**config.mk**
```make
export PLATFORM = sky130hd
export DESIGN_NAME = dtr_timer
export DESIGN_NICKNAME = d
export VERILOG_FILES = /design/src/logic/dtr_pkg.sv /design/src/logic/dtr_timer.sv
export VERILOG_INCLUDE_DIRS = /design/src /design/src/logic
export SDC_FILE = /design/constraint.sdc
export NUM_CORES = 1
export LEC_CHECK = 0
export BUFFER_PORTS_ARGS = -buffer_cell sky130_fd_sc_hd__clkbuf_2
export CAP_MARGIN = 5
export CORE_AREA = 3 3 110 112
export DETAILED_ROUTE_END_ITERATION = 10
export DIE_AREA = 0 0 113 115
export HOLD_SLACK_MARGIN = 0.03
export PLACE_DENSITY = 0.83
export REMOVE_ABC_BUFFERS = 1
export SETUP_SLACK_MARGIN = 0.02
export SYNTH_ARGS = -nofsm -noshare
export SYNTH_HDL_FRONTEND = slang
export SYNTH_SLANG_ARGS = --single-unit
```
**constraint.sdc**
```tcl
create_clock -name pclk -period 5.2 [get_ports pclk]
set_input_delay 0.78 -clock pclk [delete_from_list [all_inputs] [get_ports pclk]]
set_output_delay 0.78 -clock pclk [all_outputs]
set_load 0.02 [all_outputs]
```
**src/logic/dtr_defs.svh**
```systemverilog
// Register offsets, control fields, reset values and prescale masks.
`ifndef DTR_DEFS_SVH
`define DTR_DEFS_SVH

`define DTR_ADDR_W 12
`define DTR_OFF_LOAD 12'h000
`define DTR_OFF_VALUE 12'h004
`define DTR_OFF_CTRL 12'h008
`define DTR_OFF_CLR 12'h00c
`define DTR_OFF_RIS 12'h010
`define DTR_OFF_MIS 12'h014
`define DTR_OFF_BGLOAD 12'h018

`define DTR_CTRL_EN 7
`define DTR_CTRL_PERIODIC 6
`define DTR_CTRL_IRQEN 5
`define DTR_CTRL_PRE_HI 3
`define DTR_CTRL_PRE_LO 2
`define DTR_CTRL_WIDE 1
`define DTR_CTRL_SINGLE_RUN_SELECT 0
`define DTR_CTRL_WMASK 8'hef

`define DTR_LOAD_RST 32'h0000_0000
`define DTR_VALUE_RST 32'hffff_ffff
`define DTR_CTRL_RST 8'h20

`define DTR_PRE_MASK_1 8'h00
`define DTR_PRE_MASK_16 8'h0f
`define DTR_PRE_MASK_256 8'hff

`endif

```
**src/logic/dtr_pkg.sv**
```systemverilog
// Types shared by the dual decrement timer logic.
package dtr_pkg;

  typedef enum logic [1:0] {
    DTR_PRE_DIV1 = 2'h0,
    DTR_PRE_DIV16 = 2'h1,
    DTR_PRE_DIV256 = 2'h2,
    DTR_PRE_UNDEF = 2'h3
  } dtr_prescale_e;

  typedef struct packed {
    logic count_enable;
    logic periodic_select;
    logic irq_mask_enable;
    logic reserved;
    dtr_prescale_e prescale_select;
    logic width_select;
    logic single_run_select;
  } dtr_ctrl_s;

endpackage : dtr_pkg

```
**src/logic/dtr_timer.sv**
```systemverilog
// One decrementing timer with its APB register file.
//
// Implementation choices: the APB slave port and the register offsets.
`timescale 1ns/100ps
`include "dtr_defs.svh"

module dtr_timer (
  input wire logic pclk,
  input wire logic presetn,
  input wire logic psel,
  input wire logic penable,
  input wire logic pwrite,
  input wire logic [`DTR_ADDR_W-1:0] paddr,
  input wire logic [31:0] pwdata,
  output logic [31:0] prdata,
  output logic pready,
  output logic pslverr,
  input wire logic count_clock,
  input wire logic count_clock_qualifier,
  output logic irq_output
);

  //////////////////////////////////////////////////////////////////////////
  // Count clock and qualifier sampling.

  logic cc_s1_q;
  logic cc_s2_q;
  logic cc_s3_q;
  logic qual_s1_q;
  logic qual_s2_q;
  logic tick_edge;

  always_ff @(posedge pclk or negedge presetn)
  begin
    if (!presetn)
    begin
      cc_s1_q <= 1'b0;
      cc_s2_q <= 1'b0;
      cc_s3_q <= 1'b0;
      qual_s1_q <= 1'b0;
      qual_s2_q <= 1'b0;
    end
    else
    begin
      cc_s1_q <= count_clock;
      cc_s2_q <= cc_s1_q;
      cc_s3_q <= cc_s2_q;
      qual_s1_q <= count_clock_qualifier;
      qual_s2_q <= qual_s1_q;
    end
  end

  // A qualified count edge is a synchronised rise with the qualifier high.
  assign tick_edge = cc_s2_q & ~cc_s3_q & qual_s2_q;

  //////////////////////////////////////////////////////////////////////////
  // Timer state and register file.

  logic [31:0] load_q;
  logic [31:0] load_d;
  logic [31:0] count_q;
  logic [31:0] count_d;
  dtr_pkg::dtr_ctrl_s ctrl_q;
  dtr_pkg::dtr_ctrl_s ctrl_d;
  logic raw_q;
  logic raw_d;
  logic pend_q;
  logic pend_d;
  logic [7:0] pre_q;
  logic [7:0] pre_d;
  logic [31:0] rdata_q;
  logic [31:0] rdata_d;
  logic err_q;
  logic err_d;

  logic wr_acc;
  logic rd_setup;
  logic wr_load;
  logic wr_bg;
  logic wr_clr;
  logic mapped;
  logic zero_w;
  logic dec_zero;
  logic pre_hit;
  logic count_tick;
  logic raw_set;
  logic [7:0] pre_mask;
  logic [31:0] dec_val;
  logic [31:0] wrap_val;

  assign wr_acc = psel & penable & pwrite;
  assign rd_setup = psel & ~penable;
  assign wr_load = wr_acc & (paddr == `DTR_OFF_LOAD);
  assign wr_bg = wr_acc & (paddr == `DTR_OFF_BGLOAD);
  assign wr_clr = wr_acc & (paddr == `DTR_OFF_CLR);
  assign mapped = (paddr == `DTR_OFF_LOAD) | (paddr == `DTR_OFF_VALUE) |
                  (paddr == `DTR_OFF_CTRL) | (paddr == `DTR_OFF_CLR) |
                  (paddr == `DTR_OFF_RIS) | (paddr == `DTR_OFF_MIS) |
                  (paddr == `DTR_OFF_BGLOAD);

  // width select picks 16 or 32 bits
  assign zero_w = ctrl_q.width_select ? (count_q == 32'h0000_0000) :
                  (count_q[15:0] == 16'h0000);
  assign dec_val = ctrl_q.width_select ? (count_q - 32'h0000_0001) :
                   {count_q[31:16], count_q[15:0] - 16'h0001};
  assign dec_zero = ctrl_q.width_select ? (dec_val == 32'h0000_0000) :
                    (dec_val[15:0] == 16'h0000);

  always_comb
  begin
    case (ctrl_q.prescale_select)
      dtr_pkg::DTR_PRE_DIV16: pre_mask = `DTR_PRE_MASK_16;
      dtr_pkg::DTR_PRE_DIV256: pre_mask = `DTR_PRE_MASK_256;
      default: pre_mask = `DTR_PRE_MASK_1;
    endcase
  end
  assign pre_hit = (pre_q & pre_mask) == pre_mask;

  assign count_tick = tick_edge & ~pend_q & ctrl_q.count_enable & pre_hit;

  // reload or wrap value at zero
  always_comb
  begin
    if (ctrl_q.periodic_select)
      wrap_val = ctrl_q.width_select ? load_q :
                 {count_q[31:16], load_q[15:0]};
    else
      wrap_val = ctrl_q.width_select ? 32'hffff_ffff :
                 {count_q[31:16], 16'hffff};
  end

  always_comb
  begin
    load_d = load_q;
    count_d = count_q;
    ctrl_d = ctrl_q;
    pend_d = pend_q;
    pre_d = pre_q;
    rdata_d = rdata_q;
    err_d = err_q;
    raw_set = 1'b0;
    if (tick_edge)
    begin
      if (pend_q)
      begin
        pend_d = 1'b0;
        pre_d = 8'h00;
        raw_set = zero_w;
      end
      else if (ctrl_q.count_enable)
      begin
        pre_d = pre_hit ? 8'h00 : pre_q + 8'h01;
      end
    end
    if (count_tick)
    begin
      if (zero_w)
      begin
        if (!ctrl_q.single_run_select)
        begin
          count_d = wrap_val;
          raw_set = ctrl_q.width_select ? (wrap_val == 32'h0000_0000) :
                    (wrap_val[15:0] == 16'h0000);
        end
      end
      else
      begin
        count_d = dec_val;
        raw_set = dec_zero;
      end
    end
    if (wr_load)
    begin
      load_d = pwdata;
      count_d = pwdata;
      pend_d = 1'b1;
    end
    if (wr_bg)
      load_d = pwdata;
    if (wr_acc && paddr == `DTR_OFF_CTRL)
      ctrl_d = dtr_pkg::dtr_ctrl_s'(pwdata[7:0] & `DTR_CTRL_WMASK);
    if (rd_setup)
    begin
      err_d = ~mapped;
      case (paddr)
        // load reads the next reload value
        `DTR_OFF_LOAD: rdata_d = load_q;
        `DTR_OFF_VALUE: rdata_d = count_q;
        `DTR_OFF_CTRL: rdata_d = {24'h00_0000, ctrl_q};
        `DTR_OFF_RIS: rdata_d = {31'h0000_0000, raw_q};
        `DTR_OFF_MIS: rdata_d = {31'h0000_0000, irq_output};
        `DTR_OFF_BGLOAD: rdata_d = load_q;
        default: rdata_d = 32'h0000_0000;
      endcase
    end
  end

  // clear acts at once in the bus domain
  // any clear write clears; a set in the same cycle wins
  assign raw_d = raw_set | (raw_q & ~wr_clr);

  // control reset value enables the interrupt
  always_ff @(posedge pclk or negedge presetn)
  begin
    if (!presetn)
    begin
      load_q <= `DTR_LOAD_RST;
      count_q <= `DTR_VALUE_RST;
      ctrl_q <= dtr_pkg::dtr_ctrl_s'(`DTR_CTRL_RST);
      raw_q <= 1'b0;
      pend_q <= 1'b0;
      pre_q <= 8'h00;
      rdata_q <= 32'h0000_0000;
      err_q <= 1'b0;
    end
    else
    begin
      load_q <= load_d;
      count_q <= count_d;
      ctrl_q <= ctrl_d;
      raw_q <= raw_d;
      pend_q <= pend_d;
      pre_q <= pre_d;
      rdata_q <= rdata_d;
      err_q <= err_d;
    end
  end

  assign prdata = rdata_q;
  assign pready = psel & penable;
  assign pslverr = psel & penable & err_q;

  assign irq_output = raw_q & ctrl_q.irq_mask_enable;
endmodule : dtr_timer

```
== After elaboration in Yosys (flattened, before gate mapping) ==
Cells that the tools add are included.

* Add/subtract/negate cells: 3
* Equal/unequal tests: 10
* Muxes and demuxes: 25
* Bitwise logic cells: 27
* Reduce and logical (&&, ||, !) cells: 15

{| class="wikitable"
|+ Operators by type and width
! cell !! count
|-
| 2-to-1 mux 32 bit || 10
|-
| one-hot mux 32 bit (5 select lines) || 1
|-
| logical NOT 32 bit || 3
|-
| logical NOT 16 bit || 3
|-
| == test 12 x 5 -> 1 bit, second input constant || 3
|-
| subtractor 32 x 1 -> 32 bit, second input constant || 1
|-
| == test 12 x 4 -> 1 bit, second input constant || 2
|-
| 2-to-1 mux 8 bit || 3
|-
| one-hot mux 8 bit (2 select lines) || 1
|-
| subtractor 16 x 1 -> 16 bit, second input constant || 1
|-
| AND 1 bit || 14
|-
| == test 12 x 3 -> 1 bit, second input constant || 1
|-
| logical NOT 12 bit || 1
|-
| 2-to-1 mux 1 bit || 10
|-
| adder 8 x 1 -> 8 bit, second input constant || 1
|-
| AND 8 bit || 1
|-
| == test 8 bit || 1
|-
| nonzero test 2 bit || 4
|-
| bitwise OR 1 bit || 7
|-
| NOT 1 bit || 5
|-
| AND reduction 2 bit || 2
|-
| != test 3 bit, second input constant || 1
|-
| == test 2 x 1 -> 1 bit, second input constant || 1
|-
| == test 2 bit, second input constant || 1
|-
| 2 further kinds || 2
|}

* Register bits: 119
* Output and inout port bits: 35
* Word-level logic and storage cells: 98

== Longest topological paths before layout ==
Gate-level depths: netlist of run 1.

* Word-level depth: 8
* Depth in mapped cells: 13

== Worst setup path before layout of run 1 ==
OpenSTA, ideal clock, no wires.

* Path type: reg2reg
* From: register count_q[0]
* To: register count_q[3]
* Arrival: 2.858 ns
* Required time: 5.107 ns
* Path slack: 2.249 ns
* Stages on the path, launching flop included: 14
* Period minus slack after synthesis: 2.951 ns
* Path through: dfstp_2 -> inv_1 -> ha_1 -> or3b_1 -> clkbuf_1 -> or4_4 -> buf_6 -> nor2_1 -> buf_4 -> nand2_1 -> buf_2 -> or3_1 -> a32oi_1 -> a21oi_1

* Cells in the longest elaborated chain, start to end: 5

{| class="wikitable"
|+ RTL lines
! element !! line !! text
|-
| from (decl) || dtr_timer.sv:61 || <nowiki>logic [31:0] count_q;</nowiki>
|-
| from (signal assigned) || dtr_timer.sv:208 || <nowiki>count_q <= `DTR_VALUE_RST;</nowiki>
|-
| from (signal assigned) || dtr_timer.sv:219 || <nowiki>count_q <= count_d;</nowiki>
|-
| subtractor 32 x 1 -> 32 bit (tied with other cells) || dtr_timer.sv:104 || <nowiki>assign dec_val = ctrl_q.width_select ? (count_q - 32'h0000_0001) :</nowiki>
|-
| 2-to-1 mux 32 bit or 2-to-1 mux 1 bit (tied branches) || dtr_timer.sv:104, dtr_timer.sv:102 ||
|-
| 2-to-1 mux 32 bit || dtr_timer.sv:157 || <nowiki>if (zero_w)</nowiki>
|-
| 2-to-1 mux 32 bit || dtr_timer.sv:155 || <nowiki>if (count_tick)</nowiki>
|-
| 2-to-1 mux 32 bit || dtr_timer.sv:172 || <nowiki>if (wr_load)</nowiki>
|}

Parallel ways exist; a longest one is shown, timed or not. The select of a mux whose other input is x is not followed.
A chain may end at the register's enable or synchronous reset.

== Final worst setup path of run 1 ==
* From: register count_q[1]
* To: register count_q[23]

* Cells in the longest elaborated chain, start to end: 5

{| class="wikitable"
|+ RTL lines
! element !! line
|-
| subtractor 32 x 1 -> 32 bit (tied with other cells) || dtr_timer.sv:104
|-
| 2-to-1 mux 32 bit or 2-to-1 mux 1 bit (tied branches) || dtr_timer.sv:104, dtr_timer.sv:102
|-
| 2-to-1 mux 32 bit || dtr_timer.sv:157
|-
| 2-to-1 mux 32 bit || dtr_timer.sv:155
|-
| 2-to-1 mux 32 bit || dtr_timer.sv:172
|}

Parallel ways exist; a longest one is shown, timed or not. The select of a mux whose other input is x is not followed.

==> impl_results.md, run 1 <==
- Outcome: finished clean
- Area share of the largest cell type after synthesis: 32.2%
- Clock skew: 0.00820 ns
- Max_slew headroom: 25.8%
- Delay-heaviest family, CP: simple AND/OR/NAND/NOR gates
- Initial Util: 59.1%
- Crit. End Element: flip-flop
- Critical Path Fanout Max: 25
- Fillers: 897
- DRC viols: 0
- Hold Vio Cnt, Final: 0
- Number of port buffers: 85
- Ys flop type: dfrtp_1
- TritonCTS Buffers: 17
- Mapped cell area: 6690 um^2
- Full die area: 13000 um^2
- Arr. time, crit path: 4.36 ns
- Hold crit path type: flip-flop to flip-flop
- Max Freq: 250 MHz
- Final wirelength: 19300 um
- First-pass DRT Iterations: 5
- First-pass GRT wire length: 31100 um
- Synth area leader: dfrtp_1
- Area growth syn-to-layout: 15.5%
- Synth top area cells: dfrtp_1 32%, dfstp_2 13%, mux2_2 6.2%
- Largest net degree at the start of global routing: 69
- DR vias/cell: 6.72
- Met2 WL: 9370 um
- Crit path time final: 4.00 ns
- Gr usage total: 30.4%
- Vias in the first global route: 6009
- Final #Nets: 827
- Final setup violation count: 0
- Number of H-tree levels: 4
- Syn Area/Cell: 9.28 um^2
- Worst slew pin tran: 1.10 ns
- Period utilization: 76.9%
- Worst-path cell chain: inv_1 > ha_1 > or3b_1 > or4_4 > nor2_1 > a31o_2 > o32ai_1 > a2111oi_0 > a21o_1
- Skew-Pair Late Insertion Delay: 0.43 ns
- Die Height: 115 um
- 1st-iter DRT viols: 542
- Highest routed layer: met4
- Setup TNS: 0 ns
- Commonest cells in the netlist: 86 x dfrtp_1, 82 x nor2_1, 60 x a21oi_1, 48 x clkbuf_1, 44 x o21ai_0
- Routability congestion estimate from global placement: 0.901
- CTS Sinks: 119
- Sequential element share of the synthesized area: 45.2%
- Synth Instances: 720
- Grt total ovfl: 0
- CTS tree: done
- Resize count post-CTS: 0
- Routed vias: 6232
- Die Wd: 113 um
- Non-Filler Instances: 928
- Yosys cell types: 65
- Area of the multi-input gates: 3390 um^2
- Clock Tree Buf Depth: 2
- Clock-pin transition on the worst setup and hold timing paths: 0.06 ns
- IO Pins: 86
- Layout cells sized above 1: 27.6%
- Dpl hpwl: 12700 um
- CP max-delay cell: a31o_2
- Antenna violations before repair: 0
- Cell Count Post-Placement: 896
- Met1 wire length: 7970 um
- Row count: 39
- Total power: 2.32 mW
- Final Max Tran Viols: 0
- Core footprint: 11300 um^2
- Top-count cell post-synth: dfrtp_1
- VDD IR max: 284 uV
- Register area: 3020 um^2
- Worst path bufs/invs: 1
- Post-synth EDFFs: 0
- Pleak: 3.22 nW
- Yosys reg bits: 119
- Post-synth ARST share: 100%
- Routed Antenna Nets: 0
- Critical Path Start Type: flip-flop
- Hold_buf cts: 0
- MaxCap Viol Count: 0
- WL/cell: 20.8 um
- Clock Tree Root: clkbuf_16
- PwrDens: 300 nW/um^2
- Number of setup buffers added after CTS: 0
- Slowest cell delay on critical path: 0.68 ns
- RSZ-0062 raised after global routing: no
- CP required: 5.57 ns
- Ant diodes: 0
- Met3 WL: 1520 um
- Ys Warns: 0
- CP Class: flip-flop to flip-flop
-- cell families (layout without fill, tap and decap cells) --
| kind of cell | Yosys count | count (layout) | synth area share, % |
|---|---|---|---|
| flip-flops | 119 | 119 | 45.2 |
| adder cells (fa/ha/maj) | 4 | 4 | 0.749 |
| buffers and inverters | 72 | 137 | 4.66 |
| multiplexers | 40 | 40 | 6.68 |
| XOR/XNOR | 4 | 4 | 0.524 |
| AND/OR/NAND/NOR | 252 | 252 | 19.9 |
| AO/OA/AOI/OAI | 229 | 229 | 22.3 |
-- final cells by class --
type	count	share of cell area, %
well taps	143	2.32
clock inverters	8	1.23
repair buffers	95	6.51
flip-flops and latches	119	39.1
inverters	10	0.486
multi-input cells	529	43.9
clock buffers	24	6.50
-- flip-flops by register name (all words and copies together) (netlist names), 7 cells and up --
| register | flops |
|---|---|
| count_q | 32 |
| ctrl_q | 7 |
| load_q | 32 |
| prdata | 32 |
| pre_q | 8 |
-- layout by cell type, fill, tap and decap left out, types with 6 or more instances in the layout --
master     netlist  final
dfrtp_1         86     86
clkbuf_2         0     84
nor2_1          82     82
a21oi_1         60     60
o21ai_0         44     44
nand2_1         38     38
mux2_2          37     37
dfstp_2         33     33
a22oi_1         28     28
nand3_1         18     18
clkbuf_16        0     17
nor4_1          17     16
nor3_1          17     16
or3_1           15     15
or4_1           13     13
buf_4            1     11
inv_1           10     10
o211ai_1        10     10
o31ai_1          9      9
o22ai_1          7      7
a31oi_1          7      7
nor4b_1          7      7
o21ai_1          7      7
a211oi_1         6      6
or2_2            6      6
a222oi_1         6      6
-- stage by stage --
step | util [%] | hold slack, ns | worst slack (ns) | instance area [um^2]
6_report | 68.2 | 0.347 | 1.20 | 7720
3_5_place_dp | 62.9 | 0.338 | 1.33 | 7130
2_1_floorplan | - | 0.331 | 0.235 | 6410
5_1_grt | 68.2 | 0.360 | 0.990 | 7720
4_1_cts | 68.2 | 0.349 | 1.32 | 7720
3_3_place_gp | 62.9 | 0.333 | 1.45 | 7130
-- worst paths after layout --
check,startpoint,to,slack (ns),depth (start not counted)
max,count_q[1]$_DFFE_PN1P_,count_q[23]$_DFFE_PN1P_,1.20,9
min reg2reg,qual_s1_q$_DFF_PN0_,qual_s2_q$_DFF_PN0_,0.35,0
max reg2reg,count_q[1]$_DFFE_PN1P_,count_q[23]$_DFFE_PN1P_,1.20,9
max in group asynchronous,presetn,prdata[15]$_DFFE_PN0P_,3.54,2
min,qual_s1_q$_DFF_PN0_,qual_s2_q$_DFF_PN0_,0.35,0
min in group asynchronous,presetn,prdata[25]$_DFFE_PN0P_,0.46,1
-- routing by layer --
metal,global-route usage [%],vias to the layer above
li1,-,2831
met2,49.4,290
met3,7.47,46
met1,38.7,3065
met5,0,-
met4,13.8,0
-- power breakdown --
group	switching, mW	total, mW	internal (mW)
Combinational	0.105	0.158	0.0526
Clock	0.419	1.18	0.764
Sequential	0.0183	0.979	0.960
Total	0.542	2.32	1.78
(Power assumes the default switching activity.)
==> run 2: changes to the inputs <==
Settings changed: CORE_AREA 3 3 110 112 to 3 3 117 119, DIE_AREA 0 0 113 115 to 0 0 120 122, PLACE_DENSITY 0.83 to 0.78.
Clock period 5.2 ns to 3.2 ns, I/O delays scaled along.
==> impl_results.md, run 2 (synthesis results as in run 1) <==
- Largest net degree at the start of global routing: 67 (was 69)
- CP startpoint: count_q[6]$_DFFE_PN1P_ (was count_q[1]$_DFFE_PN1P_)
- Area growth syn-to-layout: 19.2% (was 15.5%)
- Layout Utilization: 62.9% (was 68.2%)
- 1st-iter DRT viols: 615 (was 542)
- Routed Antenna Nets: 0 (unchanged)
- Non-Filler Instances: 981 (was 928)
- Clock skew: 0.00819 ns (was 0.00820 ns)
- Outcome: finished clean (unchanged)
- Most common cell after layout, fill and taps aside: dfrtp_1 (unchanged)
- Delay-heaviest family, CP: simple AND/OR/NAND/NOR gates (unchanged)
- Pre-CTS WS: 0.186 ns (was 1.33 ns)
- Flop2flop setup slack: 0.15 ns (was 1.20 ns)
- Pint: 2.88 mW (was 1.78 mW)
- RR Startpoint: count_q[6]$_DFFE_PN1P_ (was count_q[1]$_DFFE_PN1P_)
- Total power: 3.81 mW (was 2.32 mW)
- Most frequent cells in the layout: 86 x dfrtp_1, 84 x clkbuf_2, 81 x nor2_1 (was 86 x dfrtp_1, 84 x clkbuf_2, 82 x nor2_1)
- Hold crit path type: input pin to flip-flop (was flip-flop to flip-flop)
- Clock Tree Root: clkbuf_16 (unchanged)
- Final wirelength: 20900 um (was 19300 um)
- PwrDens: 478 nW/um^2 (was 300 nW/um^2)
- RSZ-0062 raised after global routing: no (unchanged)
- Final instance area: 7970 um^2 (was 7720 um^2)
- Worst path bufs/invs: 1 (unchanged)
- Max Freq: 328 MHz (was 250 MHz)
- Worst slew pin tran: 1.07 ns (was 1.10 ns)
- Pleak: 3.32 nW (was 3.22 nW)
- Skew-Pair Late Insertion Delay: 0.42 ns (was 0.43 ns)
- DR vias/cell: 6.45 (was 6.72)
- Critical Path Fanout Max: 12 (was 25)
- First-pass GRT wire length: 33900 um (was 31100 um)
- CP Class: flip-flop to flip-flop (unchanged)
- CTS tree: done (unchanged)
- Worst R2R Path Depth: 8 (was 9)
- Hold Vio Cnt, Final: 0 (unchanged)
- CP required: 3.55 ns (was 5.57 ns)
- Clock Tree Buf Depth: 2 (unchanged)
- Crit path top cell by count: or4_4
- Worst-path cell chain: or4_4 > or4_4 > buf_4 > or2_4 > or4_4 > o31ai_2 > a32oi_1 > o21ai_1 (was inv_1 > ha_1 > or3b_1 > or4_4 > nor2_1 > a31o_2 > o32ai_1 > a2111oi_0 > a21o_1)
- Combinational fraction of design power: 6.9% (was 6.8%)
- Crit path to: raw_q$_DFF_PN0_ (was count_q[23]$_DFFE_PN1P_)
- Clock share of power: 51.3% (was 51.0%)
- Final Max Tran Viols: 0 (unchanged)
- Die Height: 122 um (was 115 um)
- Initial Util: 52.8% (was 59.1%)
- Net Switching: 932 uW (was 542 uW)
- Cell Count Post-Placement: 948 (was 896)
- Routability congestion estimate from global placement: 0.960 (was 0.901)
- VDD IR max: 435 uV (was 284 uV)
- Row count: 41 (was 39)
- Final setup margin: 0.150 ns (was 1.20 ns)
- Clock-pin transition on the worst setup and hold timing paths: 0.06 ns (about the same)
- Vias in the first global route: 6328 (was 6009)
- Routed vias: 6325 (was 6232)
- Number of setup buffers added after CTS: 0 (unchanged)
- Met1 wire length: 8860 um (was 7970 um)
- Crit. End Element: flip-flop (unchanged)
- Arr. time, crit path: 3.40 ns (was 4.36 ns)
- Layout cells sized above 1: 30.0% (was 27.6%)
- Number of port buffers: 85 (unchanged)
- Die Wd: 120 um (was 113 um)
- Slowest cell delay on critical path: 0.60 ns (was 0.68 ns)
- IO Pins: 86 (unchanged)
- Sw frac: 24.5% (was 23.4%)
- Final #Nets: 851 (was 827)
- CTS Sinks: 119 (unchanged)
- Fillers: 1085 (was 897)
- Period utilization: 95.3% (was 76.9%)
- First-pass DRT Iterations: 6 (was 5)
- Met2 WL: 10200 um (was 9370 um)
- Highest routed layer: met4 (unchanged)
- Gr usage total: 29.7% (was 30.4%)
- Area after DPL: 7350 um^2 (was 7130 um^2)
- Critical Path Start Type: flip-flop (unchanged)
- RR Endpoint: raw_q$_DFF_PN0_ (was count_q[23]$_DFFE_PN1P_)
- Setup TNS: 0 ns (unchanged)
- MaxCap Viol Count: 0 (unchanged)
- Antenna violations before repair: 0 (unchanged)
- Number of H-tree levels: 4 (unchanged)
- Max_slew headroom: 27.3% (was 25.8%)
- Ant diodes: 0 (unchanged)
- Core footprint: 12700 um^2 (was 11300 um^2)
- TritonCTS Buffers: 17 (unchanged)
- WL/cell: 21.3 um (was 20.8 um)
- Register share of total power: 41.8% (was 42.2%)
- Final setup violation count: 0 (unchanged)
- Full die area: 14600 um^2 (was 13000 um^2)
- Crit path time final: 3.05 ns (was 4.00 ns)
- DRC viols: 0 (unchanged)
- Grt total ovfl: 0 (unchanged)
- Dpl hpwl: 14400 um (was 12700 um)
- WP depth: 8 (was 9)
- Final hold slack: 0.162 ns (was 0.347 ns)
- CP max-delay cell: or4_4 (was a31o_2)
- Met3 WL: 1240 um (was 1520 um)
## run 2: changes by cell type in the layout (fill, tap and decap cells not counted), sizes merged, moves of 2 or more
cell,before,now
clkbuf,108,102
inv,10,12
clkinvlp,2,6
buf,11,34
## run 2: power groups by stage
stage / combinational (mW) / sequential (mW) / clock [mW]
floorplan: 0.0638 / 1.67 / 0
finish: 0.264 / 1.59 / 1.95
global placement: 0.259 / 1.61 / 0
CTS: 0.268 / 1.59 / 1.98
detailed placement: 0.266 / 1.61 / 0
global route: 0.292 / 1.60 / 2.06
## run 2: worst min-delay path by stage
stage | startpoint | end | slack (ns) | cells past startpoint
floorplan | presetn | cc_s1_q$_DFF_PN0_ | 0.18 | 0
CTS | count_clock | cc_s1_q$_DFF_PN0_ | 0.15 | 1
detailed placement | qual_s1_q$_DFF_PN0_ | qual_s2_q$_DFF_PN0_ | 0.34 | 0
global route | count_clock_qualifier | qual_s1_q$_DFF_PN0_ | 0.14 | 1
finish | count_clock | cc_s1_q$_DFF_PN0_ | 0.16 | 1
global placement | cc_s1_q$_DFF_PN0_ | cc_s2_q$_DFF_PN0_ | 0.33 | 0
## run 2: final cells by class
| class | instances | area (um^2) | share of cell area (%) |
|---|---|---|---|
| Clock buffer | 18 | 429 | 5.38 |
| Multi-Input combinational cell | 529 | 3380 | 42.4 |
| Timing Repair Buffer | 119 | 711 | 8.92 |
| Inverter | 10 | 37.5 | 0.471 |
| Tap cell | 172 | 215 | 2.70 |
| Sequential cell | 119 | 3020 | 37.9 |
| Clock inverter | 14 | 175 | 2.20 |
## run 2: timing repair
action	CTS	global route
endpoints found under the setup margin	0	1
resized for setup	0	2
hold buffers	1	0
hold endpoints to repair	21	0
## run 2: metal layers
metal / up-vias / global-route usage (%)
li1: 2872 / -
met1: 3125 / 38.8
met2: 278 / 48.8
met3: 50 / 5.90
met4: 0 / 12.0
met5: - / 0
## run 2: worst register-to-register path: stages (launching register included)
cell and delay, ns:
dfstp_2 0.41, or4_4 0.60, or4_4 0.57, buf_4 0.18, or2_4 0.31, or4_4 0.45, o31ai_2 0.24, a32oi_1 0.09
o21ai_1 0.13
